<file path="config.mk">
export PLATFORM = sky130hd
export DESIGN_NAME = disk_command_status_control
export DESIGN_NICKNAME = d
export VERILOG_FILES = /design/src/design/disk_ctl_pkg.sv /design/src/design/position_counters.sv /design/src/design/disk_command_status_control.sv
export SDC_FILE = /design/constraint.sdc
export NUM_CORES = 1
export LEC_CHECK = 0
export ABC_CLOCK_PERIOD_IN_PS = 4500
export BUFFER_PORTS_ARGS = -buffer_cell sky130_fd_sc_hd__buf_2
export CAP_MARGIN = 20
export CELL_PAD_IN_SITES_DETAIL_PLACEMENT = 0
export CELL_PAD_IN_SITES_GLOBAL_PLACEMENT = 1
export CORE_ASPECT_RATIO = 1.5
export CORE_MARGIN = 2
export CORE_UTILIZATION = 45
export CTS_CLUSTER_DIAMETER = 40
export DETAILED_ROUTE_END_ITERATION = 12
export PLACE_DENSITY_LB_ADDON = 0.1
export SLEW_MARGIN = 20
export SYNTH_ARGS = -nofsm -noshare
export SYNTH_HDL_FRONTEND = slang
export SYNTH_SLANG_ARGS = --single-unit
</file>
<file path="constraint.sdc">
create_clock -name clk_sys -period 4.5 [get_ports clk_sys]
set_clock_uncertainty 0.1 [all_clocks]
set_input_delay 0.225 -clock clk_sys [delete_from_list [all_inputs] [get_ports clk_sys]]
set_output_delay 0.225 -clock clk_sys [all_outputs]
set_load 0.01 [all_outputs]
</file>
<file path="src/design/disk_ctl_pkg.sv">
package disk_ctl_pkg;

  // ------------------------------------------------------------
  // Clock and timing
  // ------------------------------------------------------------
  localparam int unsigned CLK_KHZ = 125000;          // 125 MHz system clock
  localparam int unsigned CLK_PERIOD_NS = 8;
  localparam int unsigned TIMEOUT_MS = 2000;         // Operation must finish within 2 s
  localparam int unsigned TIMEOUT_CYCLES_DEF = TIMEOUT_MS * CLK_KHZ;
  localparam int unsigned TIMEOUT_W = 28;            // Holds 250e6
  localparam int unsigned DATA_RATE_NS = 13000;      // Break answer deadline, 13 us
  localparam int unsigned DATA_RATE_CYCLES = DATA_RATE_NS / CLK_PERIOD_NS;  // Longest time: round down
  localparam int unsigned RATE_W = 11;
  localparam int unsigned SECTOR_PERIOD_US = 5000;   // Sector counter step, 5 ms
  localparam int unsigned SECTOR_CYCLES_DEF = SECTOR_PERIOD_US * (CLK_KHZ / 1000);
  localparam int unsigned SECTOR_W = 20;

  // ------------------------------------------------------------
  // Instruction codes (low two octal digits of the IOT)
  // ------------------------------------------------------------
  localparam logic [5:0] IOT_STORE_CTL = 6'h1a;      // 6732
  localparam logic [5:0] IOT_LOAD_READ = 6'h1b;      // 6733
  localparam logic [5:0] IOT_FETCH_POS = 6'h1c;      // 6734
  localparam logic [5:0] IOT_LOAD_WRITE = 6'h1d;     // 6735
  localparam logic [5:0] IOT_FETCH_CTL = 6'h1e;      // 6736
  localparam logic [5:0] IOT_LOAD_VERIFY = 6'h1f;    // 6737
  localparam logic [5:0] IOT_FETCH_COND = 6'h21;     // 6741
  localparam logic [5:0] IOT_CLEAR_COND = 6'h22;     // Status clear

  // ------------------------------------------------------------
  // Control word fields
  // ------------------------------------------------------------
  localparam int unsigned CW_SEEK_ONLY = 4;
  localparam int unsigned CW_EMA2 = 8;
  localparam int unsigned CW_DRV_LO = 9;
  localparam int unsigned CW_DRV_HI = 10;
  localparam int unsigned CW_HALF = 11;
  localparam logic [11:0] CW_RESET = 12'h000;

  // ------------------------------------------------------------
  // Condition word bits
  // ------------------------------------------------------------
  localparam int unsigned SB_ERROR = 0;
  localparam int unsigned SB_DONE = 1;
  localparam int unsigned SB_BUSY_ERR = 2;
  localparam int unsigned SB_TIMEOUT = 3;
  localparam int unsigned SB_PARITY = 4;
  localparam int unsigned SB_RATE = 5;
  localparam int unsigned SB_TRACK = 6;
  localparam int unsigned SB_BAD = 7;
  localparam int unsigned SB_LOCK = 8;
  localparam int unsigned SB_CAP = 9;
  localparam int unsigned SB_SELECT = 10;
  localparam int unsigned SB_BUSY = 11;
  localparam logic [11:0] COND_RESET = 12'h000;

  // ------------------------------------------------------------
  // Disk address word and header word fields
  // ------------------------------------------------------------
  localparam int unsigned AD_TRACK_HI = 11;
  localparam int unsigned AD_TRACK_LO = 5;
  localparam int unsigned AD_SURFACE = 4;
  localparam int unsigned AD_SECTOR_HI = 3;
  localparam logic [3:0] SECTOR_LAST = 4'hf;         // Octal 17
  localparam int unsigned HDR2_PROTECT = 0;
  localparam int unsigned HDR2_BAD_LO = 1;
  localparam int unsigned HDR2_BAD_HI = 5;

  // Operation chosen by the load-address instruction
  typedef enum logic [1:0] {OP_READ, OP_WRITE, OP_VERIFY} op_e;

  // One header word from the selected drive
  typedef struct packed {
    logic valid;        // Word present this cycle
    logic second;       // 0 first header word, 1 second
    logic [11:0] word;
  } header_beat_s;

  // Readiness of the four drives
  typedef struct packed {
    logic [3:0] present;
    logic [3:0] ready;
  } drive_state_s;

  // Field extraction, used on both address and header words
  function automatic logic [6:0] track_of(input logic [11:0] w);
    return w[AD_TRACK_HI:AD_TRACK_LO];
  endfunction

  function automatic logic [3:0] sector_of(input logic [11:0] w);
    return w[AD_SECTOR_HI:0];
  endfunction

endpackage

</file>
<file path="src/design/position_counters.sv">
`timescale 1ns/1ps
module position_counters import disk_ctl_pkg::*; #(
  parameter int unsigned SECTOR_CYCLES = SECTOR_CYCLES_DEF
) (
  // Clock and reset
  input wire logic clk_sys,
  input wire logic rst,
  input wire logic ce,
  // Track and surface load
  input wire logic load,
  input wire logic [11:0] load_word,
  // Live track, surface, sector
  output logic [11:0] position
);

  // ------------------------------------------------------------
  // State
  // ------------------------------------------------------------
  logic [SECTOR_W-1:0] tick_reg, tick_next;  // Cycles into current sector
  logic [11:0] pos_reg, pos_next;            // Track, surface, sector

  // Sector steps every period; track and surface follow the last load
  always_comb begin
    tick_next = tick_reg + SECTOR_W'(1);
    pos_next = pos_reg;
    if (tick_reg == SECTOR_W'(SECTOR_CYCLES - 1)) begin
      tick_next = '0;
      pos_next[AD_SECTOR_HI:0] = sector_of(pos_reg) + 4'h1;  // Wraps after octal 17
    end
    if (load) begin
      pos_next[AD_TRACK_HI:AD_SURFACE] = load_word[AD_TRACK_HI:AD_SURFACE];
    end
  end

  // Registers only
  always_ff @(posedge clk_sys) begin
    if (rst) begin
      tick_reg <= '0;
      pos_reg <= '0;
    end else if (ce) begin
      tick_reg <= tick_next;
      pos_reg <= pos_next;
    end
  end

  assign position = pos_reg;

endmodule

</file>
<file path="src/design/disk_command_status_control.sv">
`timescale 1ns/1ps
module disk_command_status_control import disk_ctl_pkg::*; #(
  parameter int unsigned TIMEOUT_CYCLES = TIMEOUT_CYCLES_DEF,
  parameter int unsigned SECTOR_CYCLES = SECTOR_CYCLES_DEF
) (
  // Clock, reset, enable
  input wire logic clk_sys,
  input wire logic rst,
  input wire logic ce,
  // Processor instruction side
  input wire logic iot_strobe,
  input wire logic [5:0] iot_code,
  input wire logic [11:0] accumulator_in,
  output logic [11:0] accumulator_out,
  output logic accumulator_load,
  // Drive selection and seek
  input wire drive_state_s drives,
  input wire logic protect_switch,
  input wire logic seek_done,
  input wire logic seek_fault,
  output logic seek_start,
  output logic [6:0] seek_track,
  output logic [1:0] drive_select,
  output logic head_surface,
  output logic ext_addr_bit2,
  output logic track_half,
  // Header words and data transfer
  input wire header_beat_s hdr,
  input wire logic break_grant,
  input wire logic read_error,
  input wire logic next_sector_req,
  input wire logic transfer_end,
  output logic break_request,
  output logic write_gate
);

  // ------------------------------------------------------------
  // Declarations
  // ------------------------------------------------------------
  typedef enum logic [2:0] {ST_IDLE, ST_SEEK, ST_HEADER1, ST_HEADER2, ST_TRANSFER} state_e;

  state_e state_reg, state_next;                 // Sequencer
  op_e op_reg, op_next;                          // Read, write or verify
  logic [11:0] operation_control_word_reg, operation_control_word_next;
  logic [11:0] condition_flags_word_reg, condition_flags_word_next;
  logic [11:0] addr_reg, addr_next;              // Track, surface, sector wanted
  logic [11:0] acc_reg, acc_next;                // Word handed back to processor
  logic acc_load_reg, acc_load_next;
  logic seek_start_reg, seek_start_next;
  logic break_reg, break_next;
  logic wgate_reg, wgate_next;
  logic [TIMEOUT_W-1:0] tmo_reg, tmo_next;       // Time since start
  logic [RATE_W-1:0] rate_reg, rate_next;        // Time break waits
  logic [11:0] err_set;                          // Error events this cycle
  logic done_set;                                // Termination this cycle
  logic clear_cond;                              // Status clear instruction
  logic busy;
  logic [11:0] position;                         // Live counters
  logic [1:0] sel;                               // Drive named by control word

  // ------------------------------------------------------------
  // Live position counters
  // ------------------------------------------------------------
  position_counters #(.SECTOR_CYCLES(SECTOR_CYCLES)) u_pos (
    .clk_sys(clk_sys),
    .rst(rst),
    .ce(ce),
    .load(seek_start_next),
    .load_word(addr_next),
    .position(position)
  );

  // ------------------------------------------------------------
  // Next-state logic
  // ------------------------------------------------------------
  always_comb begin
    state_next = state_reg;
    op_next = op_reg;
    operation_control_word_next = operation_control_word_reg;
    addr_next = addr_reg;
    acc_next = acc_reg;
    acc_load_next = 1'b0;
    seek_start_next = 1'b0;
    break_next = break_reg;
    wgate_next = wgate_reg;
    err_set = '0;
    done_set = 1'b0;
    clear_cond = 1'b0;
    busy = (state_reg != ST_IDLE);
    sel = operation_control_word_reg[CW_DRV_HI:CW_DRV_LO];
    tmo_next = busy ? tmo_reg + TIMEOUT_W'(1) : '0;
    rate_next = (break_reg && !break_grant) ? rate_reg + RATE_W'(1) : '0;

    // Instructions from the processor
    if (iot_strobe) begin
      case (iot_code)
        IOT_STORE_CTL: begin
          if (busy) begin
            err_set[SB_BUSY_ERR] = 1'b1;
          end else begin
            operation_control_word_next = accumulator_in;
          end
        end
        IOT_LOAD_READ, IOT_LOAD_WRITE, IOT_LOAD_VERIFY: begin
          if (busy) begin
            err_set[SB_BUSY_ERR] = 1'b1;
          end else begin
            addr_next = accumulator_in;
            op_next = (iot_code == IOT_LOAD_READ) ? OP_READ :
                      (iot_code == IOT_LOAD_WRITE) ? OP_WRITE : OP_VERIFY;
            state_next = ST_SEEK;
            seek_start_next = 1'b1;
            tmo_next = '0;
            // Refuse a drive that is missing or not ready
            if (!drives.present[sel] || !drives.ready[sel]) begin
              err_set[SB_SELECT] = 1'b1;
            end
          end
        end
        IOT_FETCH_POS: begin
          acc_next = position;
          acc_load_next = 1'b1;
        end
        IOT_FETCH_CTL: begin
          acc_next = operation_control_word_reg;
          acc_load_next = 1'b1;
        end
        IOT_FETCH_COND: begin
          acc_next = condition_flags_word_reg;
          acc_load_next = 1'b1;
        end
        IOT_CLEAR_COND: clear_cond = 1'b1;
        default: ;                                       // Other devices' codes
      endcase
    end

    // Operation sequencer
    unique case (state_reg)
      ST_IDLE: ;
      ST_SEEK: begin
        if (seek_fault) begin
          err_set[SB_SELECT] = 1'b1;
        end else if (seek_done) begin
          if (operation_control_word_reg[CW_SEEK_ONLY]) begin
            state_next = ST_IDLE;
          end else begin
            state_next = ST_HEADER1;
          end
        end
      end
      ST_HEADER1: begin
        if (hdr.valid && !hdr.second) begin
          if (track_of(hdr.word) != track_of(addr_reg)) begin
            err_set[SB_TRACK] = 1'b1;
          end else if (sector_of(hdr.word) == sector_of(addr_reg)) begin
            state_next = ST_HEADER2;
          end
          // Otherwise wait for the next sector's header
        end
      end
      ST_HEADER2: begin
        if (hdr.valid && hdr.second) begin
          // Protect bit is only looked at for writes; bits 6-11 unused
          if (op_reg == OP_WRITE && hdr.word[HDR2_PROTECT] && protect_switch) begin
            err_set[SB_LOCK] = 1'b1;
          end else if (|hdr.word[HDR2_BAD_HI:HDR2_BAD_LO]) begin
            err_set[SB_BAD] = 1'b1;
          end else begin
            state_next = ST_TRANSFER;
            break_next = 1'b1;
            wgate_next = (op_reg == OP_WRITE);
          end
        end
      end
      ST_TRANSFER: begin
        if (read_error && op_reg != OP_WRITE) begin
          err_set[SB_PARITY] = 1'b1;
        end else if (transfer_end) begin
          state_next = ST_IDLE;
        end else if (next_sector_req) begin
          if (sector_of(addr_reg) == SECTOR_LAST) begin
            err_set[SB_CAP] = 1'b1;
          end else begin
            addr_next[AD_SECTOR_HI:0] = sector_of(addr_reg) + 4'h1;
            state_next = ST_HEADER1;
            break_next = 1'b0;
            wgate_next = 1'b0;
          end
        end
      end
    endcase

    // Deadlines
    if (break_reg && !break_grant && rate_reg == RATE_W'(DATA_RATE_CYCLES - 1)) begin
      err_set[SB_RATE] = 1'b1;
    end
    if (busy && tmo_reg == TIMEOUT_W'(TIMEOUT_CYCLES - 1)) begin
      err_set[SB_TIMEOUT] = 1'b1;
    end

    // Any error halts the operation
    if (|err_set) begin
      state_next = ST_IDLE;
      done_set = 1'b1;
    end
    if (busy && state_next == ST_IDLE) begin
      done_set = 1'b1;
      break_next = 1'b0;
      wgate_next = 1'b0;
    end

    // Condition word: events set, clear loses to a same-cycle set
    condition_flags_word_next = clear_cond ? COND_RESET : condition_flags_word_reg;
    condition_flags_word_next = condition_flags_word_next | err_set;
    if (|err_set) begin
      condition_flags_word_next[SB_ERROR] = 1'b1;
    end
    if (done_set) begin
      condition_flags_word_next[SB_DONE] = 1'b1;
    end
    condition_flags_word_next[SB_BUSY] = (state_next != ST_IDLE);
  end

  // ------------------------------------------------------------
  // Registers
  // ------------------------------------------------------------
  always_ff @(posedge clk_sys) begin
    if (rst) begin
      state_reg <= ST_IDLE;
      op_reg <= OP_READ;
      operation_control_word_reg <= CW_RESET;
      condition_flags_word_reg <= COND_RESET;
      addr_reg <= '0;
      acc_reg <= '0;
      acc_load_reg <= 1'b0;
      seek_start_reg <= 1'b0;
      break_reg <= 1'b0;
      wgate_reg <= 1'b0;
      tmo_reg <= '0;
      rate_reg <= '0;
    end else if (ce) begin
      state_reg <= state_next;
      op_reg <= op_next;
      operation_control_word_reg <= operation_control_word_next;
      condition_flags_word_reg <= condition_flags_word_next;
      addr_reg <= addr_next;
      acc_reg <= acc_next;
      acc_load_reg <= acc_load_next;
      seek_start_reg <= seek_start_next;
      break_reg <= break_next;
      wgate_reg <= wgate_next;
      tmo_reg <= tmo_next;
      rate_reg <= rate_next;
    end
  end

  // ------------------------------------------------------------
  // Outputs, all straight from flops
  // ------------------------------------------------------------
  assign accumulator_out = acc_reg;
  assign accumulator_load = acc_load_reg;
  assign seek_start = seek_start_reg;
  assign seek_track = track_of(addr_reg);
  assign head_surface = addr_reg[AD_SURFACE];
  assign drive_select = operation_control_word_reg[CW_DRV_HI:CW_DRV_LO];
  assign ext_addr_bit2 = operation_control_word_reg[CW_EMA2];
  assign track_half = operation_control_word_reg[CW_HALF];
  assign break_request = break_reg;
  assign write_gate = wgate_reg;
endmodule

</file>
==> flow_metrics.tcl <==
set metrics [dict create \
    outcome "complete, no violations" \
    worst_pin_slew_ns 1.08 \
    gp_congestion 0.875 \
    dp_hpwl_um 11400 \
    clock-sinks 128 \
    cp-end-kind "register" \
    report.final.slew_viol_count 0 \
    die_area_mm2 0.0143 \
    syn_area_per_cell_um2 8.47 \
    synth.distinct_cells 62 \
    slew_headroom_pct 27.8 \
    grt_max_degree 70 \
    htree_num_levels 4 \
    ir_worst_vdd_mv 0.230 \
    synth_top_area_cell "dfxtp_1" \
    gr-total-overflow 0 \
    fin_tns_setup_ns 0 \
    core_area_mm2 0.0130 \
    path_clk_slew_ns 0.06 \
    async_flop_share_pct 0 \
    multi_input_area_mm2 0.00319 \
    ant_nets 0 \
    path_class "register to register" \
    ys_ff_latch 128 \
    clk_latency_ns 0.42 \
    synth-seq-area-share_pct 42.8 \
    synth_warnings 0 \
    cts_tree "done" \
    setup_viol 0 \
    syn_nets 764 \
    rsz0062_at_grt "false" \
    arrival_ns 2.98 \
    grtUsageTotal_pct 22.5 \
    cts_resized 0 \
    wl_um 15700 \
    pin_count 79 \
    min_period_ns 2.73 \
    grt_pass1_wl_um 25900 \
    fillerInstances 1239 \
    cts_max_path_buffers 2 \
    layout.area.seq_mm2 0.00256 \
    yosysMostFrequentCell "dfxtp_1" \
    syn-instance-count 707 \
    synthTopCellsByCount "dfxtp_1, nor2_1, nand2_1" \
    synth_top_cells_by_area "dfxtp_1, nor2_1, xor2_1" \
    synth_area_mm2 0.00599 \
    start_kind "register" \
    cts_buffers 17 \
    hold_viol 0 \
    p_total_w 0.00279 \
    required_ns 4.74 \
    area_delta_synth_final_pct 20.4 \
    ys.flop_type "dfxtp_1" \
    maxCapViolations 0 \
    largest_register_ffs 28 \
    dieHeight_um 145 \
    wl_per_cell_um 16.5 \
    drt-initial-drc-count 227 \
    root_buffer "clkbuf_16" \
    utilization_pct 55.4 \
    portBuffers 78 \
    period_share_pct 60.7 \
    vias 5282 \
    drive_above_1_share_pct 16.4 \
    antenna_found_initial 0 \
    post_cts_buffers 0 \
    power.density_mw_per_mm2 388 \
    synth_top_area_share_pct 42.8 \
    drcViolationCount 0 \
    leakage_nw 2.67 \
    synth_edf_count 0 \
    grt_pass1_vias 5164 \
    drt-vias-per-instance 5.53 \
    hold_path.class "primary input to register" \
    num_rows 51 \
    worst-path-max-fanout 21 \
    initial_utilization_pct 46.0 \
    fmax_mhz 366 \
    layout.nets 839 \
    firstDrtPassIters 4 \
    die_w_um 98.2 \
]
==> layout by cell type, fill, tap and decap left out, types with 6 or more instances in the layout <==
| master | count |
|---|---|
| a211oi_1 | 13 |
| a21oi_1 | 44 |
| a22oi_1 | 15 |
| and3_1 | 14 |
| buf_2 | 78 |
| buf_4 | 8 |
| clkbuf_16 | 17 |
| dfxtp_1 | 128 |
| dlygate4sd3_1 | 11 |
| ha_1 | 6 |
| inv_1 | 9 |
| mux2i_1 | 17 |
| nand2_1 | 67 |
| nand2b_1 | 6 |
| nand3_1 | 29 |
| nand4_1 | 20 |
| nor2_1 | 118 |
| nor2b_1 | 6 |
| nor3_1 | 13 |
| nor4_1 | 10 |
| o21ai_0 | 10 |
| o32ai_1 | 6 |
| or3_1 | 9 |
| xnor2_1 | 31 |
| xor2_1 | 38 |
==> what timing repair did <==
action	4_1_cts	5_1_grt
endpoints found under the setup margin	0	0
hold buffers	11	0
endpoints found under the hold margin	26	0
==> per-layer routing <==
metal  vias to the layer above  global-route usage, %  part of all wire [%]
met3                        33                   5.39                   4.7
li1                       2640                      -                     -
met2                       139                   38.0                    49
met1                      2470                   27.2                    43
met5                         -                      0                     0
met4                         0                   9.11                   2.8
==> logic make-up after synthesis <==
group | Yosys count | synth area share, %
and+or+nand+nor | 319 | 26.0
DFF | 128 | 42.8
AOI/OAI and AO/OA | 116 | 12.7
xor gates and xnor gates | 69 | 10.1
buffers and inverters | 51 | 4.14
muxes | 18 | 3.03
adders and majority gates | 6 | 1.25
==> final timing paths <==
path,endpoint,cells past startpoint,slack (ns),from
max reg2reg,op_reg[1],6,1.77,state_reg[0]
max,op_reg[1],6,1.77,state_reg[0]
min reg2reg,addr_reg[4],2,0.35,addr_reg[4]
min,operation_control_word_reg[1],3,0.008,accumulator_in[1]
==> power by group <==
part | internal (W) | switching [W]
logic | 0.0000462 | 0.0000682
clock network | 0.00101 | 0.000520
registers | 0.00114 | 0.00000614
==> area by class of cell <==
type                            instances  area share (%)
Timing Repair Buffer                   97            7.78
Tap cell                              159            2.76
Antenna cell                            1          0.0347
Multi-Input combinational cell        528            44.2
Inverter                               10           0.521
Clock buffer                           19            6.28
Clock inverter                         13            2.90
Sequential cell                       128            35.5
==> metrics by stage <==
| stage | cell area (um2) | hold slack, ns | setup slack [ns] | cells |
|---|---|---|---|---|
| 3_5_place_dp | 6430 | 0.343 | 1.76 | 911 |
| 6_report | 7210 | 0.00836 | 1.77 | 955 |
| 3_3_place_gp | 6430 | 0.343 | 1.88 | 911 |
| 5_1_grt | 7210 | 0.0284 | 1.46 | 954 |
| 2_1_floorplan | 5990 | 0.272 | 2.25 | 707 |
| 4_1_cts | 7210 | 0.000238 | 1.75 | 954 |
==> critical path, cell delays in order (launching register included) <==
cell and delay, ns:
dfxtp_1 0.40, or3_1 0.57, nor3_1 0.53, nand2_1 0.57, a31oi_1 0.32, a21oi_1 0.06, nor2_1 0.10
(Power assumes the default switching activity.)
